**src/bcc_params.svh**
```systemverilog
// Register offsets, field positions, reset values and timing counts of the charge-cycle controller
`ifndef BCC_PARAMS_SVH
`define BCC_PARAMS_SVH
// Register byte offsets
`define BCC_ADDR_CTRL      8'h00
`define BCC_ADDR_VOLT      8'h04
`define BCC_ADDR_CURR      8'h08
`define BCC_ADDR_TERM      8'h0c
`define BCC_ADDR_TIMER     8'h10
`define BCC_ADDR_STATUS    8'h14
// Control word bit positions
`define BCC_CTRL_CHGEN     0
`define BCC_CTRL_TERMEN    1
`define BCC_CTRL_SWOFF     2
`define BCC_CTRL_RECHSEL   3
`define BCC_CTRL_WARMSEL   4
`define BCC_CTRL_COOLSEL   5
`define BCC_CTRL_STATLSB   6
`define BCC_CTRL_TOPLSB    8
`define BCC_CTRL_REGRST    10
// Upper half-word field position in the current registers
`define BCC_HI_LSB         16
// Reset values of the settings
`define BCC_RST_CHGEN      1'b1
`define BCC_RST_TERMEN     1'b1
`define BCC_RST_REGULATION_VOLTAGE_SETTING_MV    13'h1070
`define BCC_RST_FAST_MA    12'h800
`define BCC_RST_PRE_MA     12'h0b4
`define BCC_RST_TERM_MA    12'h0b4
`define BCC_RST_SHORT_MA   12'h064
`define BCC_RST_HOURS      4'ha
// Temperature-zone limits
`define BCC_WARM_MV        13'h1004
`define BCC_COOL_PCT       24'h000014
`define BCC_PCT_FULL       24'h000064
// Timing
`define BCC_CLK_HZ         40000000
`define BCC_TICK_MS        1000
`define BCC_BLINK_MS       500
`define BCC_TICK_CYCLES    (`BCC_CLK_HZ / 1000 * `BCC_TICK_MS)
`define BCC_BLINK_CYCLES   (`BCC_CLK_HZ / 1000 * `BCC_BLINK_MS)
`define BCC_TOPOFF1_S      900
`define BCC_TOPOFF2_S      1800
`define BCC_TOPOFF3_S      2700
`endif

```
**src/bcc_pkg.sv**
```systemverilog
// Types shared by the charge-cycle controller
package bcc_pkg;
    // Comparator and pin levels from the analog side, all asynchronous
    typedef struct packed {
        logic       ceN;            // Charge enable pin, active low
        logic       convRun;        // Converter is running
        logic       above2v2;       // Battery above 2.2 V
        logic       above3v;        // Battery above 3 V
        logic       belowTerm;      // Charge current below termination level
        logic       aboveRech0;     // Battery above recharge threshold, choice 0
        logic       aboveRech1;     // Battery above recharge threshold, choice 1
        logic       inputLimit;     // Input power limiting active
        logic       thermalReg;     // Thermal regulation active
        logic       tsInWindow;     // Thermistor between T1 and T5
        logic       tsCool;         // Thermistor in T1..T2
        logic       tsWarm;         // Thermistor in T3..T5
        logic       safetyExpired;  // Safety timer has expired
        logic       supplementReq;  // Supplement operation wanted
        logic       boostReq;       // Boost requested
        logic       tsBoostOk;      // Thermistor inside boost range
        logic [2:0] inputType;      // Detected input type
    } bcc_sense_t;
    // Settings to the analog loops and neighbours
    typedef struct packed {
        logic        chargeOn;      // Charging current allowed
        logic [11:0] currentMa;     // Charge current target
        logic [12:0] voltageMv;     // Charge voltage target
        logic [11:0] termMa;        // Termination current level
        logic [3:0]  safetyHours;   // Safety timer length
        logic        safetyPause;   // Safety timer paused
        logic        safetyHalf;    // Safety timer at half rate
        logic        safetyRestart; // Safety timer restart pulse
        logic        batterySwitchOn; // Battery switch closed
        logic        boostRun;      // Boost converter may run
    } bcc_drive_t;
    // Software settings
    typedef struct packed {
        logic       chgEn;  logic termEn;  logic swOff;  logic rechSel;
        logic       warmSel; logic coolSel; logic [1:0] statCtl; logic [1:0] topSel;
        logic [12:0] vregMv; logic [11:0] fastMa; logic [11:0] preMa;
        logic [11:0] termMa; logic [11:0] shortMa; logic [3:0] hours;
    } bcc_regs_t;
    typedef enum logic [4:0] {
        ST_IDLE = 5'b00001, ST_PRE = 5'b00010, ST_FAST = 5'b00100,
        ST_TOPOFF = 5'b01000, ST_DONE = 5'b10000
    } bcc_fsm_t;
    // Whole state of the controller
    typedef struct packed {
        bcc_sense_t  syncA;      bcc_sense_t syncB;   bcc_fsm_t fsm;   bcc_regs_t regs;
        logic [31:0] tickCnt;    logic halfPh;        logic [15:0] topCnt;  logic [1:0] topDur;
        logic [31:0] blinkCnt;   logic blinkPh;       logic enPrev;   logic safetyPrev;
        logic [1:0]  phase;      logic [1:0] fault;   logic thermFault; logic [2:0] inputType;
        logic        intPulse;   logic statO;         logic statOe;   bcc_drive_t drv;
        logic [31:0] prdata;     logic pready;        logic pslverr;
    } bcc_state_t;
endpackage : bcc_pkg

```
**src/bcc_charge_ctrl.sv**
```systemverilog
// Charge-cycle controller of a single-cell charger with APB register access
//
// Operation
// - Charge autonomously while bit set and pin low
// - Reset defaults: 4.208V, 2.048A, 180mA, 10h
// - Start needs converter, enable, current, no faults
// - Terminate on low current, high voltage, unregulated
// - Recharge below selected threshold after done
// - Toggling enable pin or bit restarts charging
// - Indicator low charging, high done, blinks fault
// - Indicator disabled when control field is 11
// - Phase field: 00 off,01 pre,10 fast,11 done
// - Termination sets phase 11 and pulses interrupt
// - Start current chosen from battery voltage bands
// - Regulation suppresses termination, halves timer rate
// - Battery switch opens after completed cycle
// - Termination enable cleared prevents termination
// - Top-off timer pauses and halves with safety timer
// - Readable top-off running flag
// - Top-off timer cleared on enable, termination, reset
// - Top-off duration latched at termination
// - Interrupt on top-off entry and expiry
// - Charge only inside thermistor window, else suspend
// - Warm voltage 4.1V option, cool current 20%
// - Boost suspended on temperature fault, type 000
// - Safety expiry sets fault 11, pulses interrupt
//
// The APB interface to the registers and the register offsets were decided locally.
`timescale 1ns/1ps
`include "bcc_params.svh"
module bcc_charge_ctrl
    import bcc_pkg::*;
#(
    parameter int TICK_CYCLES  = `BCC_TICK_CYCLES,  // Cycles per top-off timer second
    parameter int BLINK_CYCLES = `BCC_BLINK_CYCLES, // Cycles per indicator half period
    parameter int TOPOFF1_S    = `BCC_TOPOFF1_S,    // Top-off length, choice 1
    parameter int TOPOFF2_S    = `BCC_TOPOFF2_S,    // Top-off length, choice 2
    parameter int TOPOFF3_S    = `BCC_TOPOFF3_S     // Top-off length, choice 3
) (
    input  wire logic        clk_sys,   // System clock, 40 MHz
    input  wire logic        rstn,      // Synchronous reset, active low
    input  wire logic        psel,      // APB select
    input  wire logic        penable,   // APB enable
    input  wire logic        pwrite,    // APB direction
    input  wire logic [7:0]  paddr,     // APB byte address
    input  wire logic [31:0] pwdata,    // APB write data
    output logic      [31:0] prdata,    // APB read data
    output logic             pready,    // APB ready
    output logic             pslverr,   // APB error on unmapped address
    input  wire bcc_sense_t  senseIn,   // Analog comparator and pin levels
    output bcc_drive_t       drvOut,    // Settings to analog loops
    output logic             intPulse,  // One-cycle interrupt pulse
    output logic             statO,     // Indicator pin output value
    output logic             statOe     // Indicator pin output enable
);
    localparam logic [31:0] TICK_LAST  = 32'(TICK_CYCLES - 1);
    localparam logic [31:0] BLINK_LAST = 32'(BLINK_CYCLES - 1);
    // Settings after reset or a register reset command
    localparam bcc_regs_t REGS_RST = '{
        chgEn: `BCC_RST_CHGEN, termEn: `BCC_RST_TERMEN, swOff: 1'b0, rechSel: 1'b0,
        warmSel: 1'b0, coolSel: 1'b0, statCtl: 2'h0, topSel: 2'h0,
        vregMv: `BCC_RST_REGULATION_VOLTAGE_SETTING_MV, fastMa: `BCC_RST_FAST_MA, preMa: `BCC_RST_PRE_MA,
        termMa: `BCC_RST_TERM_MA, shortMa: `BCC_RST_SHORT_MA, hours: `BCC_RST_HOURS};

    bcc_state_t  s;           // Registered state
    bcc_state_t  n;           // Next state
    bcc_sense_t  sn;          // Synchronised analog levels
    logic        enabled;     // Charging allowed by bit, pin and converter
    logic        rechAbove;   // Battery above the selected recharge threshold
    logic        regulating;  // Input limiting or thermal regulation
    logic        halfRate;    // Timers run at half rate
    logic        paused;      // Timers stand still
    logic        startOk;     // New cycle may begin
    logic        termNow;     // Termination condition met
    logic        tick;        // One timer second elapsed
    logic        advance;     // Top-off timer advances this cycle
    logic        charging;    // A charging phase is active
    logic        faultOn;     // Indicator should blink
    logic        setupCyc;    // APB setup phase seen
    logic        accessCyc;   // APB access completes this edge
    logic [15:0] topLimit;    // Latched top-off length in seconds

    assign sn = s.syncB;

    // Condition terms, from registered state except the APB phase terms, which use psel and penable
    assign enabled    = s.regs.chgEn && !sn.ceN && sn.convRun;
    assign rechAbove  = s.regs.rechSel ? sn.aboveRech1 : sn.aboveRech0;
    assign regulating = sn.inputLimit || sn.thermalReg;
    assign halfRate   = regulating || sn.tsCool;
    assign paused     = !sn.tsInWindow;
    assign startOk    = enabled && (s.regs.fastMa != 12'h000) && sn.tsInWindow
                        && !sn.safetyExpired && !s.regs.swOff;
    // Termination is held off under regulation or when software disabled it
    assign termNow    = sn.belowTerm && rechAbove && !regulating && s.regs.termEn;
    assign tick       = (s.tickCnt == TICK_LAST);
    assign advance    = tick && !paused && (!halfRate || s.halfPh);
    assign charging   = (s.fsm == ST_PRE) || (s.fsm == ST_FAST) || (s.fsm == ST_TOPOFF);
    assign faultOn    = (s.fault != 2'h0) || (charging && !sn.tsInWindow);
    assign setupCyc   = psel && !penable;
    assign accessCyc  = psel && penable && s.pready;

    // Top-off length chosen when termination was detected
    always_comb begin
        case (s.topDur)
            2'h1:    topLimit = 16'(TOPOFF1_S);
            2'h2:    topLimit = 16'(TOPOFF2_S);
            2'h3:    topLimit = 16'(TOPOFF3_S);
            default: topLimit = 16'h0001;
        endcase
    end

    // Next-state logic for the whole controller
    always_comb begin
        n = s;
        // Two-stage synchronisers; only the second stage is used
        n.syncA = senseIn;
        n.syncB = s.syncA;
        n.intPulse = 1'b0;
        n.drv.safetyRestart = 1'b0;
        n.enPrev = enabled;
        n.safetyPrev = sn.safetyExpired;

        // Timer second prescaler and half-rate phase
        if (tick) begin
            n.tickCnt = '0;
        end else begin
            n.tickCnt = s.tickCnt + 32'h1;
        end
        if (!halfRate) begin
            n.halfPh = 1'b0;
        end else if (tick && !paused) begin
            n.halfPh = !s.halfPh;
        end

        // A fresh enable clears the top-off timer and old faults
        if (enabled && !s.enPrev) begin
            n.topCnt = '0;
            n.fault = 2'h0;
        end

        // Charge cycle sequencing
        case (s.fsm)
            ST_IDLE: begin
                if (startOk) begin
                    n.drv.safetyRestart = 1'b1;
                    n.fsm = sn.above3v ? ST_FAST : ST_PRE;
                end
            end
            ST_PRE: begin
                if (!enabled) begin
                    n.fsm = ST_IDLE;
                end else if (sn.above3v) begin
                    n.fsm = ST_FAST;
                end
            end
            ST_FAST: begin
                if (!enabled) begin
                    n.fsm = ST_IDLE;
                end else if (termNow) begin
                    // Duration frozen here; later writes wait for the next cycle
                    n.topDur = s.regs.topSel;
                    n.topCnt = '0;
                    n.intPulse = 1'b1;
                    n.fsm = (s.regs.topSel != 2'h0) ? ST_TOPOFF : ST_DONE;
                end
            end
            ST_TOPOFF: begin
                if (!enabled) begin
                    n.fsm = ST_IDLE;
                end else if (advance) begin
                    if (s.topCnt + 16'h1 >= topLimit) begin
                        n.intPulse = 1'b1;
                        n.fsm = ST_DONE;
                    end else begin
                        n.topCnt = s.topCnt + 16'h1;
                    end
                end
            end
            ST_DONE: begin
                if (!enabled) begin
                    n.fsm = ST_IDLE;
                end else if (!rechAbove && startOk) begin
                    // Battery sagged: begin a recharge on our own
                    n.drv.safetyRestart = 1'b1;
                    n.fsm = sn.above3v ? ST_FAST : ST_PRE;
                end
            end
            default: begin
                n.fsm = ST_IDLE;
            end
        endcase

        // Safety timer expiry ends the cycle with a fault
        if (charging && enabled && sn.safetyExpired && !s.safetyPrev) begin
            n.fault = 2'h3;
            n.intPulse = 1'b1;
            n.fsm = ST_IDLE;
        end

        // Phase field follows the sequencer
        case (n.fsm)
            ST_PRE:    n.phase = 2'h1;
            ST_FAST:   n.phase = 2'h2;
            ST_TOPOFF: n.phase = 2'h3;
            ST_DONE:   n.phase = 2'h3;
            default:   n.phase = 2'h0;
        endcase

        // Analog targets; current band rechecked while in precharge
        n.drv.chargeOn = charging && sn.tsInWindow;
        if (s.fsm == ST_PRE) begin
            n.drv.currentMa = sn.above2v2 ? s.regs.preMa : s.regs.shortMa;
        end else if (sn.tsCool && s.regs.coolSel) begin
            n.drv.currentMa = 12'((24'(s.regs.fastMa) * `BCC_COOL_PCT) / `BCC_PCT_FULL);
        end else begin
            n.drv.currentMa = s.regs.fastMa;
        end
        n.drv.voltageMv = (sn.tsWarm && s.regs.warmSel) ? `BCC_WARM_MV : s.regs.vregMv;
        n.drv.termMa = s.regs.termMa;
        n.drv.safetyHours = s.regs.hours;
        n.drv.safetyPause = paused;
        // Both timers halve together, cool zone included, so top-off tracks the safety timer
        n.drv.safetyHalf = halfRate;
        // Switch opens once done, but closes again for supplement
        n.drv.batterySwitchOn = !s.regs.swOff && ((s.fsm != ST_DONE) || sn.supplementReq);

        // Boost is held off outside its temperature range
        n.thermFault = sn.boostReq && !sn.tsBoostOk;
        n.drv.boostRun = sn.boostReq && sn.tsBoostOk;
        n.inputType = (sn.boostReq && !sn.tsBoostOk) ? 3'h0 : sn.inputType;

        // Indicator: open drain, drives low in the blink phase on a fault, else while charging
        if (s.blinkCnt == BLINK_LAST) begin
            n.blinkCnt = '0;
            n.blinkPh = !s.blinkPh;
        end else begin
            n.blinkCnt = s.blinkCnt + 32'h1;
        end
        n.statO = 1'b0;
        n.statOe = (s.regs.statCtl != 2'h3)
                   && (faultOn ? s.blinkPh : charging);

        // APB slave: answer in the access phase following setup
        n.pready = 1'b0;
        n.pslverr = 1'b0;
        if (setupCyc) begin
            n.pready = 1'b1;
            n.prdata = 32'h0;
            case (paddr)
                `BCC_ADDR_CTRL:   n.prdata = {21'h0, 1'b0, s.regs.topSel, s.regs.statCtl, s.regs.coolSel,
                                              s.regs.warmSel, s.regs.rechSel, s.regs.swOff,
                                              s.regs.termEn, s.regs.chgEn};
                `BCC_ADDR_VOLT:   n.prdata = {19'h0, s.regs.vregMv};
                `BCC_ADDR_CURR:   n.prdata = {4'h0, s.regs.preMa, 4'h0, s.regs.fastMa};
                `BCC_ADDR_TERM:   n.prdata = {4'h0, s.regs.shortMa, 4'h0, s.regs.termMa};
                `BCC_ADDR_TIMER:  n.prdata = {28'h0, s.regs.hours};
                `BCC_ADDR_STATUS: n.prdata = {22'h0, s.drv.batterySwitchOn, s.inputType, s.thermFault,
                                              (s.fsm == ST_TOPOFF), s.fault, s.phase};
                default:          n.pslverr = 1'b1;
            endcase
        end
        if (accessCyc && pwrite) begin
            case (paddr)
                `BCC_ADDR_CTRL: begin
                    if (pwdata[`BCC_CTRL_REGRST]) begin
                        n.regs = REGS_RST;
                        n.topCnt = '0;
                    end else begin
                        n.regs.chgEn   = pwdata[`BCC_CTRL_CHGEN];
                        n.regs.termEn  = pwdata[`BCC_CTRL_TERMEN];
                        n.regs.swOff   = pwdata[`BCC_CTRL_SWOFF];
                        n.regs.rechSel = pwdata[`BCC_CTRL_RECHSEL];
                        n.regs.warmSel = pwdata[`BCC_CTRL_WARMSEL];
                        n.regs.coolSel = pwdata[`BCC_CTRL_COOLSEL];
                        n.regs.statCtl = pwdata[`BCC_CTRL_STATLSB +: 2];
                        n.regs.topSel  = pwdata[`BCC_CTRL_TOPLSB +: 2];
                    end
                end
                `BCC_ADDR_VOLT: n.regs.vregMv = pwdata[12:0];
                `BCC_ADDR_CURR: begin
                    n.regs.fastMa = pwdata[11:0];
                    n.regs.preMa  = pwdata[`BCC_HI_LSB +: 12];
                end
                `BCC_ADDR_TERM: begin
                    n.regs.termMa  = pwdata[11:0];
                    n.regs.shortMa = pwdata[`BCC_HI_LSB +: 12];
                end
                `BCC_ADDR_TIMER: n.regs.hours = pwdata[3:0];
                default: begin
                    n.regs = s.regs;  // Status and unmapped words ignore writes
                end
            endcase
        end
    end

    // State register with synchronous reset
    always_ff @(posedge clk_sys) begin
        if (!rstn) begin
            s <= '0;
            s.regs <= REGS_RST;
            s.fsm <= ST_IDLE;
            s.syncA.ceN <= 1'b1;
            s.syncB.ceN <= 1'b1;
        end else begin
            s <= n;
        end
    end

    // Outputs straight from the state register
    assign prdata   = s.prdata;
    assign pready   = s.pready;
    assign pslverr  = s.pslverr;
    assign drvOut   = s.drv;
    assign intPulse = s.intPulse;
    assign statO    = s.statO;
    assign statOe   = s.statOe;
endmodule : bcc_charge_ctrl

```
**config.mk**
```make
export PLATFORM = sky130hd
export DESIGN_NAME = bcc_charge_ctrl
export DESIGN_NICKNAME = d
export VERILOG_FILES = /design/src/bcc_pkg.sv /design/src/bcc_charge_ctrl.sv
export VERILOG_INCLUDE_DIRS = /design/src
export SDC_FILE = /design/constraint.sdc
export NUM_CORES = 1
export LEC_CHECK = 0
export ABC_AREA = 0
export CAP_MARGIN = 30
export CORE_MARGIN = 1
export CORE_UTILIZATION = 35
export CTS_BUF_LIST = sky130_fd_sc_hd__clkbuf_8 sky130_fd_sc_hd__clkbuf_16
export DETAILED_ROUTE_END_ITERATION = 6
export DONT_BUFFER_PORTS = 1
export SLEW_MARGIN = 20
export SYNTH_ARGS = -nofsm -noshare
export SYNTH_HDL_FRONTEND = slang
export SYNTH_SLANG_ARGS = --single-unit
```
**constraint.sdc**
```tcl
create_clock -name clk_sys -period 7.46 [get_ports clk_sys]
set_input_delay 0.746 -clock clk_sys [delete_from_list [all_inputs] [get_ports clk_sys]]
set_output_delay 0.746 -clock clk_sys [all_outputs]
set_load 0.02 [all_outputs]
```
==> reports/qor.txt, run 1 <==
Status -> complete, but fails checks
Failing checks -> negative setup slack
HP Class -> primary input to register
Synthesized area per cell -> 8.35 um2
Reg2Reg Setup Slack -> -250 ps
Number of global-route vias before repair -> 12.1k
ANT nets after route -> 0
Vias -> 13.1k
Gr ovfl total -> 0
Final Hold Fails -> 0
Maximum root-to-sink buffer count -> 3
Clock latency on the worst-skew pair -> 550 ps
Cells after synthesis -> 1792
Fin. max-slew vios -> 0
Area growth syn-to-layout -> 20.2%
Overall Power -> 3.25 mW
Worst setup margin -> -248 ps
Worst slew pin tran -> 943 ps
Netlist cell types -> 104
Dpl ws -> -400 ps
Count leader, synth -> dfxtp_1
Async S/R FF share, synth -> 0
Worst R2R Start -> s[219]$_SDFFE_PN0P_
Final wirelength -> 44100 um
Final Non-Filler Cells -> 2420
Row count -> 75
H-tree Lvls -> 2
Post-synth top area cell -> dfxtp_1
CP peak stage delay -> 600 ps
Largest net degree at the start of global routing -> 92
Diode count -> 0
Slew HR -> 0.369
Die area -> 0.0436 mm2
Synth Cell Area -> 0.0150 mm2
Die Height -> 209 um
First-pass GRT wire length -> 67800 um
Top-area cell type share of the netlist area -> 0.384
WS Path Type -> register to register
Post-Route Setup TNS -> -248 ps
Hold WS -> 315 ps
Gr usage total -> 0.196
Synth warn -> 0
Commonest cells in the netlist -> dfxtp_1 (287), nor2_1 (230), nand2_1 (148), a21oi_1 (110), nand3_1 (86)
RSZ-0062 raised after global routing -> yes
Fillcell total -> 4081
Remaining DRCs -> 0
Share of layout cells above drive strength 1 -> 0.209
Required @ worst endpoint -> 7890 ps
Fin crit share -> 1.03
Critical-path top delay cell -> or4_4
Fin util -> 0.428
I/O Pins -> 148
Critical path peak fanout -> 7
Sequential share of the synthesized area -> 0.384
FMAX -> 130 MHz
Reg2reg end -> drvOut[34]$_SDFF_PN0_
Avg Vias per Cell -> 5.39
Nets -> 1959
Worst Setup End Kind -> register
Register-to-Register Path Depth -> 29
Clock sink count -> 287
Initial Util -> 0.356
Number of synthesized flops with an enable pin -> 0
Drt wl/cell -> 18.2 um
Setup crit start kind -> register
Placeable Area -> 0.0420 mm2
CTS root buf -> clkbuf_16
Peak supply drop -> 0.139 mV
Antenna violations before repair -> 0
CTS Buf Count -> 34
Hold endpoint -> s[276]$_SDFF_PN1_
Placed insts -> 2326
Router iterations before antenna repair -> 5
Gpl congestion -> 0.906
Minimum clock period -> 7710 ps
Finished Cell Area -> 0.0180 mm2
Setup-failing EPs final -> 1
#FFs+latches synth -> 287
WHS Path Cells -> 1
Cell Pwr Density -> 181 mW/mm2
Die width -> 209 um
Predominant post-synthesis flop cell -> dfxtp_1
Initial drt markers -> 899
Min-Delay Startpoint -> rstn
DP Area -> 0.0159 mm2
Static leakage power -> 6.75 nW
Max Cap Violations -> 0
DPL Wire Length -> 32100 um
Port Buffers -> 0
Clock transition at the registers of the reported paths -> 60 ps
Clock Skew -> 24.6 ps
Largest cells by area after synthesis -> dfxtp_1 (38%), nor2_1 (5.8%), buf_4 (4.0%), nand2_1 (3.7%), a21oi_1 (3.7%)
CP Data Arrival Time -> 8140 ps
Hold_buf cts -> 0
CTS tree -> yes
worst max path at each step:
stage	startpoint	to	slack [ps]	cells past startpoint
after floorplan	s[221]$_SDFFE_PN0P_	drvOut[34]$_SDFF_PN0_	60	29
after global placement	s[220]$_SDFFE_PN0P_	drvOut[34]$_SDFF_PN0_	-320	28
after detailed placement	s[220]$_SDFFE_PN0P_	drvOut[34]$_SDFF_PN0_	-400	34
after CTS	s[219]$_SDFFE_PN0P_	drvOut[34]$_SDFF_PN0_	-130	31
after global routing	s[219]$_SDFFE_PN0P_	drvOut[34]$_SDFF_PN0_	-560	29
final	s[219]$_SDFFE_PN0P_	drvOut[34]$_SDFF_PN0_	-250	29
report_power, final:
part	switching [mW]	leakage [nW]	internal [mW]
logic	0.0450	3.89	0.0267
clock network	0.672	0.531	0.934
registers	0.0224	2.33	1.55
total	0.739	6.75	2.51
metal layers:
layer,track usage,share of wire,vias up,wire [um]
met3,0.0606,0.095,67,4200
met2,0.302,0.45,394,19700
met5,0,0,-,0
met1,0.261,0.43,6185,19100
met4,0.0583,0.024,0,1060
li1,-,-,6408,-
cell families after synthesis:
family	share of synthesized area
AO/OA/AOI/OAI	0.172
other	0.000251
buffers and inverters	0.0688
flip-flops	0.384
adder cells (fa/ha/maj)	0.0320
XOR/XNOR	0.0546
AND/OR/NAND/NOR	0.258
multiplexers	0.0304
placed cells by master, fill, tap and decap left out, drive strengths merged, types with 8 or more instances in the layout:
master	n
nor2b	10
o21ai	78
inv	27
or3	11
clkbuf	39
nand3	86
a31oi	14
nand2	148
nor2	231
a22o	12
xnor2	43
nand3b	8
o211ai	15
mux2i	24
a22oi	24
nor3	63
nor3b	10
ha	35
and2	80
nor4	20
xor2	46
or2	10
nand4	20
nand2b	18
clkinv	10
a21oi	113
buf	190
dfxtp	287
conb	8
and3	35
a211oi	20
a221oi	15
a21o	10
registers in the layout (all words and copies together) (netlist names):
register  cells
s           175
statOe        1
pready        1
pslverr       1
drvOut       47
prdata       25
n            36
intPulse      1
critical path, delay by kind of cell, from the launching register on:
kind                     cells  cell delay (ps)
AND/OR/NAND/NOR             10             3330
AO/OA/AOI/OAI               12             2700
adder cells (fa/ha/maj)      3              750
buffers and inverters        3              420
flip-flops                   1              330
XOR/XNOR                     1               90
layout make-up:
cell class | count | area, um2 | share of cell area
Multi-Input combinational cell | 1321 | 8870 | 0.493
Tap cell | 539 | 674 | 0.0375
Clock inverter | 19 | 159 | 0.00884
Sequential cell | 287 | 5760 | 0.320
Timing Repair Buffer | 190 | 1490 | 0.0830
Inverter | 25 | 95.1 | 0.00529
Clock buffer | 39 | 931 | 0.0518
repair_timing:
item | in CTS | in global routing
buffers inserted | 8 | 26
resized for setup | 27 | 108
endpoints found under the hold margin | 0 | 0
endpoints found under the setup margin | 2 | 3
gates cloned | 0 | 0
pin swaps | 12 | 57
No activity file was read; power rests on OpenSTA's default activity.
==> run 2: changes to the inputs <==
Clock period 7.46 ns to 7.8 ns, I/O delays scaled along.
==> run 2 against run 1 <==
The run now ends clean. Critical path depth increased by 5. Die area unchanged. Register-to-register slack improved by 390 ps. Final cell count decreased by 2.4%. Sequential power decreased by 4%. Clock skew decreased by 6.6 ps. Total power decreased by 2.7%. Critical path type unchanged. Critical endpoint unchanged.
==> reports/qor.txt, run 2 (synthesis results as in run 1) <==
Status -> complete, no violations
Final wirelength -> 43200 um
CP peak stage delay -> 490 ps
Clock sink count -> 287
Clock latency on the worst-skew pair -> 540 ps
Gpl congestion -> 0.907
Register-to-Register Path Depth -> 34
Static leakage power -> 6.50 nW
Placeable Area -> 0.0420 mm2
CP Data Arrival Time -> 8100 ps
Peak supply drop -> 0.157 mV
I/O Pins -> 148
Vias -> 12.9k
H-tree Lvls -> 2
Router iterations before antenna repair -> 5
Placed insts -> 2266
Cell Pwr Density -> 182 mW/mm2
ANT nets after route -> 0
Initial drt markers -> 936
Number of global-route vias before repair -> 11.8k
Gr ovfl total -> 0
Diode count -> 0
Port Buffers -> 0
Hold WS -> 356 ps
Largest reg by FF count -> s
Worst slew pin tran -> 1000 ps
Largest net degree at the start of global routing -> 92
Initial Util -> 0.356
Antenna violations before repair -> 1
Max reg flops -> 175
Share of layout cells above drive strength 1 -> 0.172
Die Height -> 209 um
Fin crit share -> 0.981
Area growth syn-to-layout -> 16.0%
Avg Vias per Cell -> 5.45
Nets -> 1897
FMAX -> 131 MHz
HP Class -> primary input to register
Gr usage total -> 0.191
DPL Wire Length -> 31500 um
Die width -> 209 um
Crit. path cell count -> 34
Drt wl/cell -> 18.3 um
CTS root buf -> clkbuf_16
Die area -> 0.0436 mm2
Crit path top cell by count -> buf_4
Reg2Reg Setup Slack -> 140 ps
CTS Buf Count -> 34
Worst setup margin -> 145 ps
Cell family with most CP delay -> compound AO/OA/AOI/OAI gates
Dpl ws -> -105 ps
Clock transition at the registers of the reported paths -> 60 ps
Maximum root-to-sink buffer count -> 3
Final Non-Filler Cells -> 2361
Final Hold Fails -> 0
Row count -> 75
DP Area -> 0.0154 mm2
Commonest cells after routing, fill and taps aside -> dfxtp_1 (283), nor2_1 (222), nand2_1 (146), buf_4 (120), a21oi_1 (102)
WHS Path Cells -> 1
WS Path Type -> register to register
Hold_buf cts -> 0
Buf/Inv on CP -> 8
Setup crit start kind -> register
Max Cap Violations -> 0
Worst Setup End Kind -> register
Critical-path top delay cell -> or4b_4
Minimum clock period -> 7660 ps
First-pass GRT wire length -> 66000 um
Critical path peak fanout -> 10
Clock Skew -> 18.0 ps
CTS tree -> yes
Setup-failing EPs final -> 0
Most common cell after layout, fill and taps aside -> dfxtp_1
Remaining DRCs -> 0
Required @ worst endpoint -> 8250 ps
Finished Cell Area -> 0.0174 mm2
Slew HR -> 0.327
Fin. max-slew vios -> 0
[run 2: cell count changes in the layout (fill, tap and decap cells not counted), sizes merged]
cell / previous run / this run
buf: 190 / 128
inv: 27 / 37
clkinv: 10 / 6
clkinvlp: 6 / 2
bufinv: 1 / 3
clkbuf: 39 / 38
[run 2: final cells by class]
type	instances	area, um2
Fill cell	4181	24700
Multi-Input combinational cell	1321	8720
Sequential cell	287	5750
Timing Repair Buffer	128	985
Clock buffer	38	917
Tap cell	539	674
Clock inverter	23	210
Inverter	25	95.1
[run 2: repair_timing]
| action | CTS | global route |
|---|---|---|
| endpoints found under the setup margin | 1 | 3 |
| pin swaps | 3 | 34 |
| hold endpoints to repair | 0 | 0 |
| resized for setup | 12 | 92 |
| setup buffers | 1 | 31 |
[run 2: path summary, 6_finish.rpt]
kind,startpoint,to
worst max-delay path,s[221]$_SDFFE_PN0P_,drvOut[34]$_SDFF_PN0_
worst min-delay path,rstn,s[276]$_SDFF_PN1_
worst max register to register,s[221]$_SDFFE_PN0P_,drvOut[34]$_SDFF_PN0_
worst min register to register,n[276]$_SDFF_PN1_,s[276]$_SDFF_PN1_
[run 2: per-stage QoR]
step,total power [mW],util,TNS (ps)
4_1_cts,3.21,0.396,0
3_3_place_gp,1.61,0.367,-27.6
5_1_grt,3.28,0.413,-176
6_report,3.16,0.413,0
3_5_place_dp,1.61,0.367,-105
2_1_floorplan,1.61,-,0
[run 2: routing by layer]
layer,part of all wire,vias to the layer above,global-route usage,routed length [um]
li1,-,6278,-,-
met1,0.44,6129,0.252,19000
met4,0.030,2,0.0715,1300
met2,0.44,379,0.290,19100
met5,0.00051,-,0,22
met3,0.088,76,0.0591,3780
[run 2: power breakdown]
group | total (mW) | internal (mW) | switching, mW | leakage, nW
Sequential | 1.51 | 1.49 | 0.0214 | 2.33
Clock | 1.59 | 0.951 | 0.639 | 0.586
Combinational | 0.0671 | 0.0252 | 0.0419 | 3.58
Total | 3.16 | 2.46 | 0.702 | 6.50
[run 2: worst reg2reg max path: cells and delay by family, from the launching register on]
kind | cells | cell delay, ps
DFF | 1 | 330
AOI/OAI and AO/OA | 13 | 3160
buffers and inverters | 8 | 1290
adders and majority gates | 2 | 550
xor gates and xnor gates | 1 | 170
and+or+nand+nor | 10 | 2060
==> run 3: changes to the inputs <==
Settings changed: GPL_TIMING_DRIVEN set to 0.
==> run 3 against run 2 <==
The flow now finishes with violations (negative setup slack). First-iteration DRC count grew 13%. Routed wire length grew 12%. Sequential power is essentially flat. Fmax shrank 2.6%. Critical endpoint unchanged. Largest power group unchanged.
==> reports/qor.txt, run 3 (synthesis results as in run 1) <==
Setup-failing EPs final -> 1
WS Path Type -> register to register
HP Class -> primary input to register
Gpl congestion -> 0.971
Fillcell total -> 4175
Clock Skew -> 17.6 ps
Avg Vias per Cell -> 5.46
Failing checks -> negative setup slack
Commonest cells after routing, fill and taps aside -> dfxtp_1 (277), nor2_1 (224), buf_4 (171), nand2_1 (143), a21oi_1 (100)
Cell Pwr Density -> 173 mW/mm2
Met1 Usage GRT -> 0.286
Max reg flops -> 175
CP peak stage delay -> 550 ps
DPL Wire Length -> 34600 um
H-tree Lvls -> 2
M3 GR Usage -> 0.0523
Gr usage total -> 0.214
First-pass GRT wire length -> 73500 um
Initial Util -> 0.356
Row count -> 75
Final wirelength -> 48200 um
Clock transition at the registers of the reported paths -> 60 ps
Die width -> 209 um
CTS Buf Count -> 34
Static leakage power -> 6.87 nW
Share of layout cells above drive strength 1 -> 0.203
Register area -> 0.00578 mm2
Crit path top cell by count -> buf_4
FMAX -> 127 MHz
Die Height -> 209 um
Largest reg by FF count -> s
Most Crowded Layer GR -> met2
Antenna violations before repair -> 3
Worst slew pin tran -> 1010 ps
Met2 GRT Util -> 0.339
Setup crit start kind -> register
Critical-path top delay cell -> or4_1
Fin. max-slew vios -> 0
Remaining DRCs -> 0
Required @ worst endpoint -> 8220 ps
ANT nets after route -> 0
Final Hold Fails -> 0
Most common cell after layout, fill and taps aside -> dfxtp_1
Dpl ws -> -906 ps
Area growth syn-to-layout -> 23.2%
Port Buffers -> 0
I/O Pins -> 148
Fin crit share -> 1.01
Number of global-route vias before repair -> 12.9k
Multi-input gate area -> 0.00905 mm2
Drt wl/cell -> 19.3 um
Worst setup margin -> -60.0 ps
Critical path peak fanout -> 8
Minimum clock period -> 7860 ps
Initial drt markers -> 1056
Overall Power -> 3.20 mW
Status -> complete, but fails checks
Worst Setup End Kind -> register
CTS tree -> yes
CTS root buf -> clkbuf_16
Maximum root-to-sink buffer count -> 3
RSZ-0062 raised after global routing -> yes
Nets -> 2029
Largest net degree at the start of global routing -> 14
Placeable Area -> 0.0420 mm2
Die area -> 0.0436 mm2
CP Data Arrival Time -> 8280 ps
Clock sink count -> 287
Vias -> 13.6k
Clock latency on the worst-skew pair -> 560 ps
Slew HR -> 0.323
Fin util -> 0.438
Gr ovfl total -> 0
Max Cap Violations -> 0
Router iterations before antenna repair -> 5
Peak supply drop -> 0.133 mV
## run 3: cell count changes in the layout (fill, tap and decap cells not counted), moves of 9 or more
cell	previous run	this run
clkbuf_1	0	70
buf_4	120	171
dfxtp_4	0	9
ha_4	2	11
ha_1	31	22
## run 3: stage by stage
step / setup TNS, ps / instances / hold slack [ps] / cell area (um2)
after floorplan: 0 / 1799 / 386 / 15000
final: -60.0 / 2495 / 326 / 18400
after detailed placement: -2170 / 2340 / 395 / 15700
after CTS: 0 / 2449 / 299 / 17600
after global routing: -593 / 2494 / 314 / 18400
after global placement: -2060 / 2338 / 392 / 15700
## run 3: critical path: cells and delay by family, from the launching register on
kind / cells / cell delay (ps)
compound gates: 14 / 2710
xor+xnor: 1 / 210
fa+ha+maj: 2 / 610
buf+inv: 13 / 1640
flops: 1 / 380
simple gates: 9 / 2150
## run 3: worst paths after layout
path	slack, ps	to	cells after the start	startpoint
worst min register to register	410	s[276]$_SDFF_PN1_	1	n[276]$_SDFF_PN1_
worst max-delay path	-60	drvOut[34]$_SDFF_PN0_	39	s[227]$_SDFFE_PN0P_
worst max register to register	-60	drvOut[34]$_SDFF_PN0_	39	s[227]$_SDFFE_PN0P_
worst min-delay path	330	n[276]$_SDFF_PN1_	1	senseIn[18]
## run 3: power by group
part | internal (mW) | switching (mW)
sequential | 1.48 | 0.0111
clock | 0.918 | 0.670
combinational | 0.0385 | 0.0765
## run 3: layout make-up
type | count | area share
Clock inverter | 20 | 0.00944
Buffer | 165 | 0.0530
Inverter | 25 | 0.00509
Clock buffer | 42 | 0.0521
Antenna cell | 1 | 0.000136
Tap cell | 539 | 0.0366
Multi-Input combinational cell | 1321 | 0.491
Timing Repair Buffer | 95 | 0.0390
Sequential cell | 287 | 0.314
## run 3: timing repair
action,in CTS,in global routing
resized for setup,85,112
hold buffers,0,0
setup endpoints to repair,3,3
gates cloned,0,0
setup buffers,48,44
pin swaps,36,65
## run 3: routing by layer
layer	up-vias	share of wire
met2	497	0.46
li1	6542	-
met3	77	0.082
met4	4	0.023
met1	6495	0.44
met5	-	0.00068
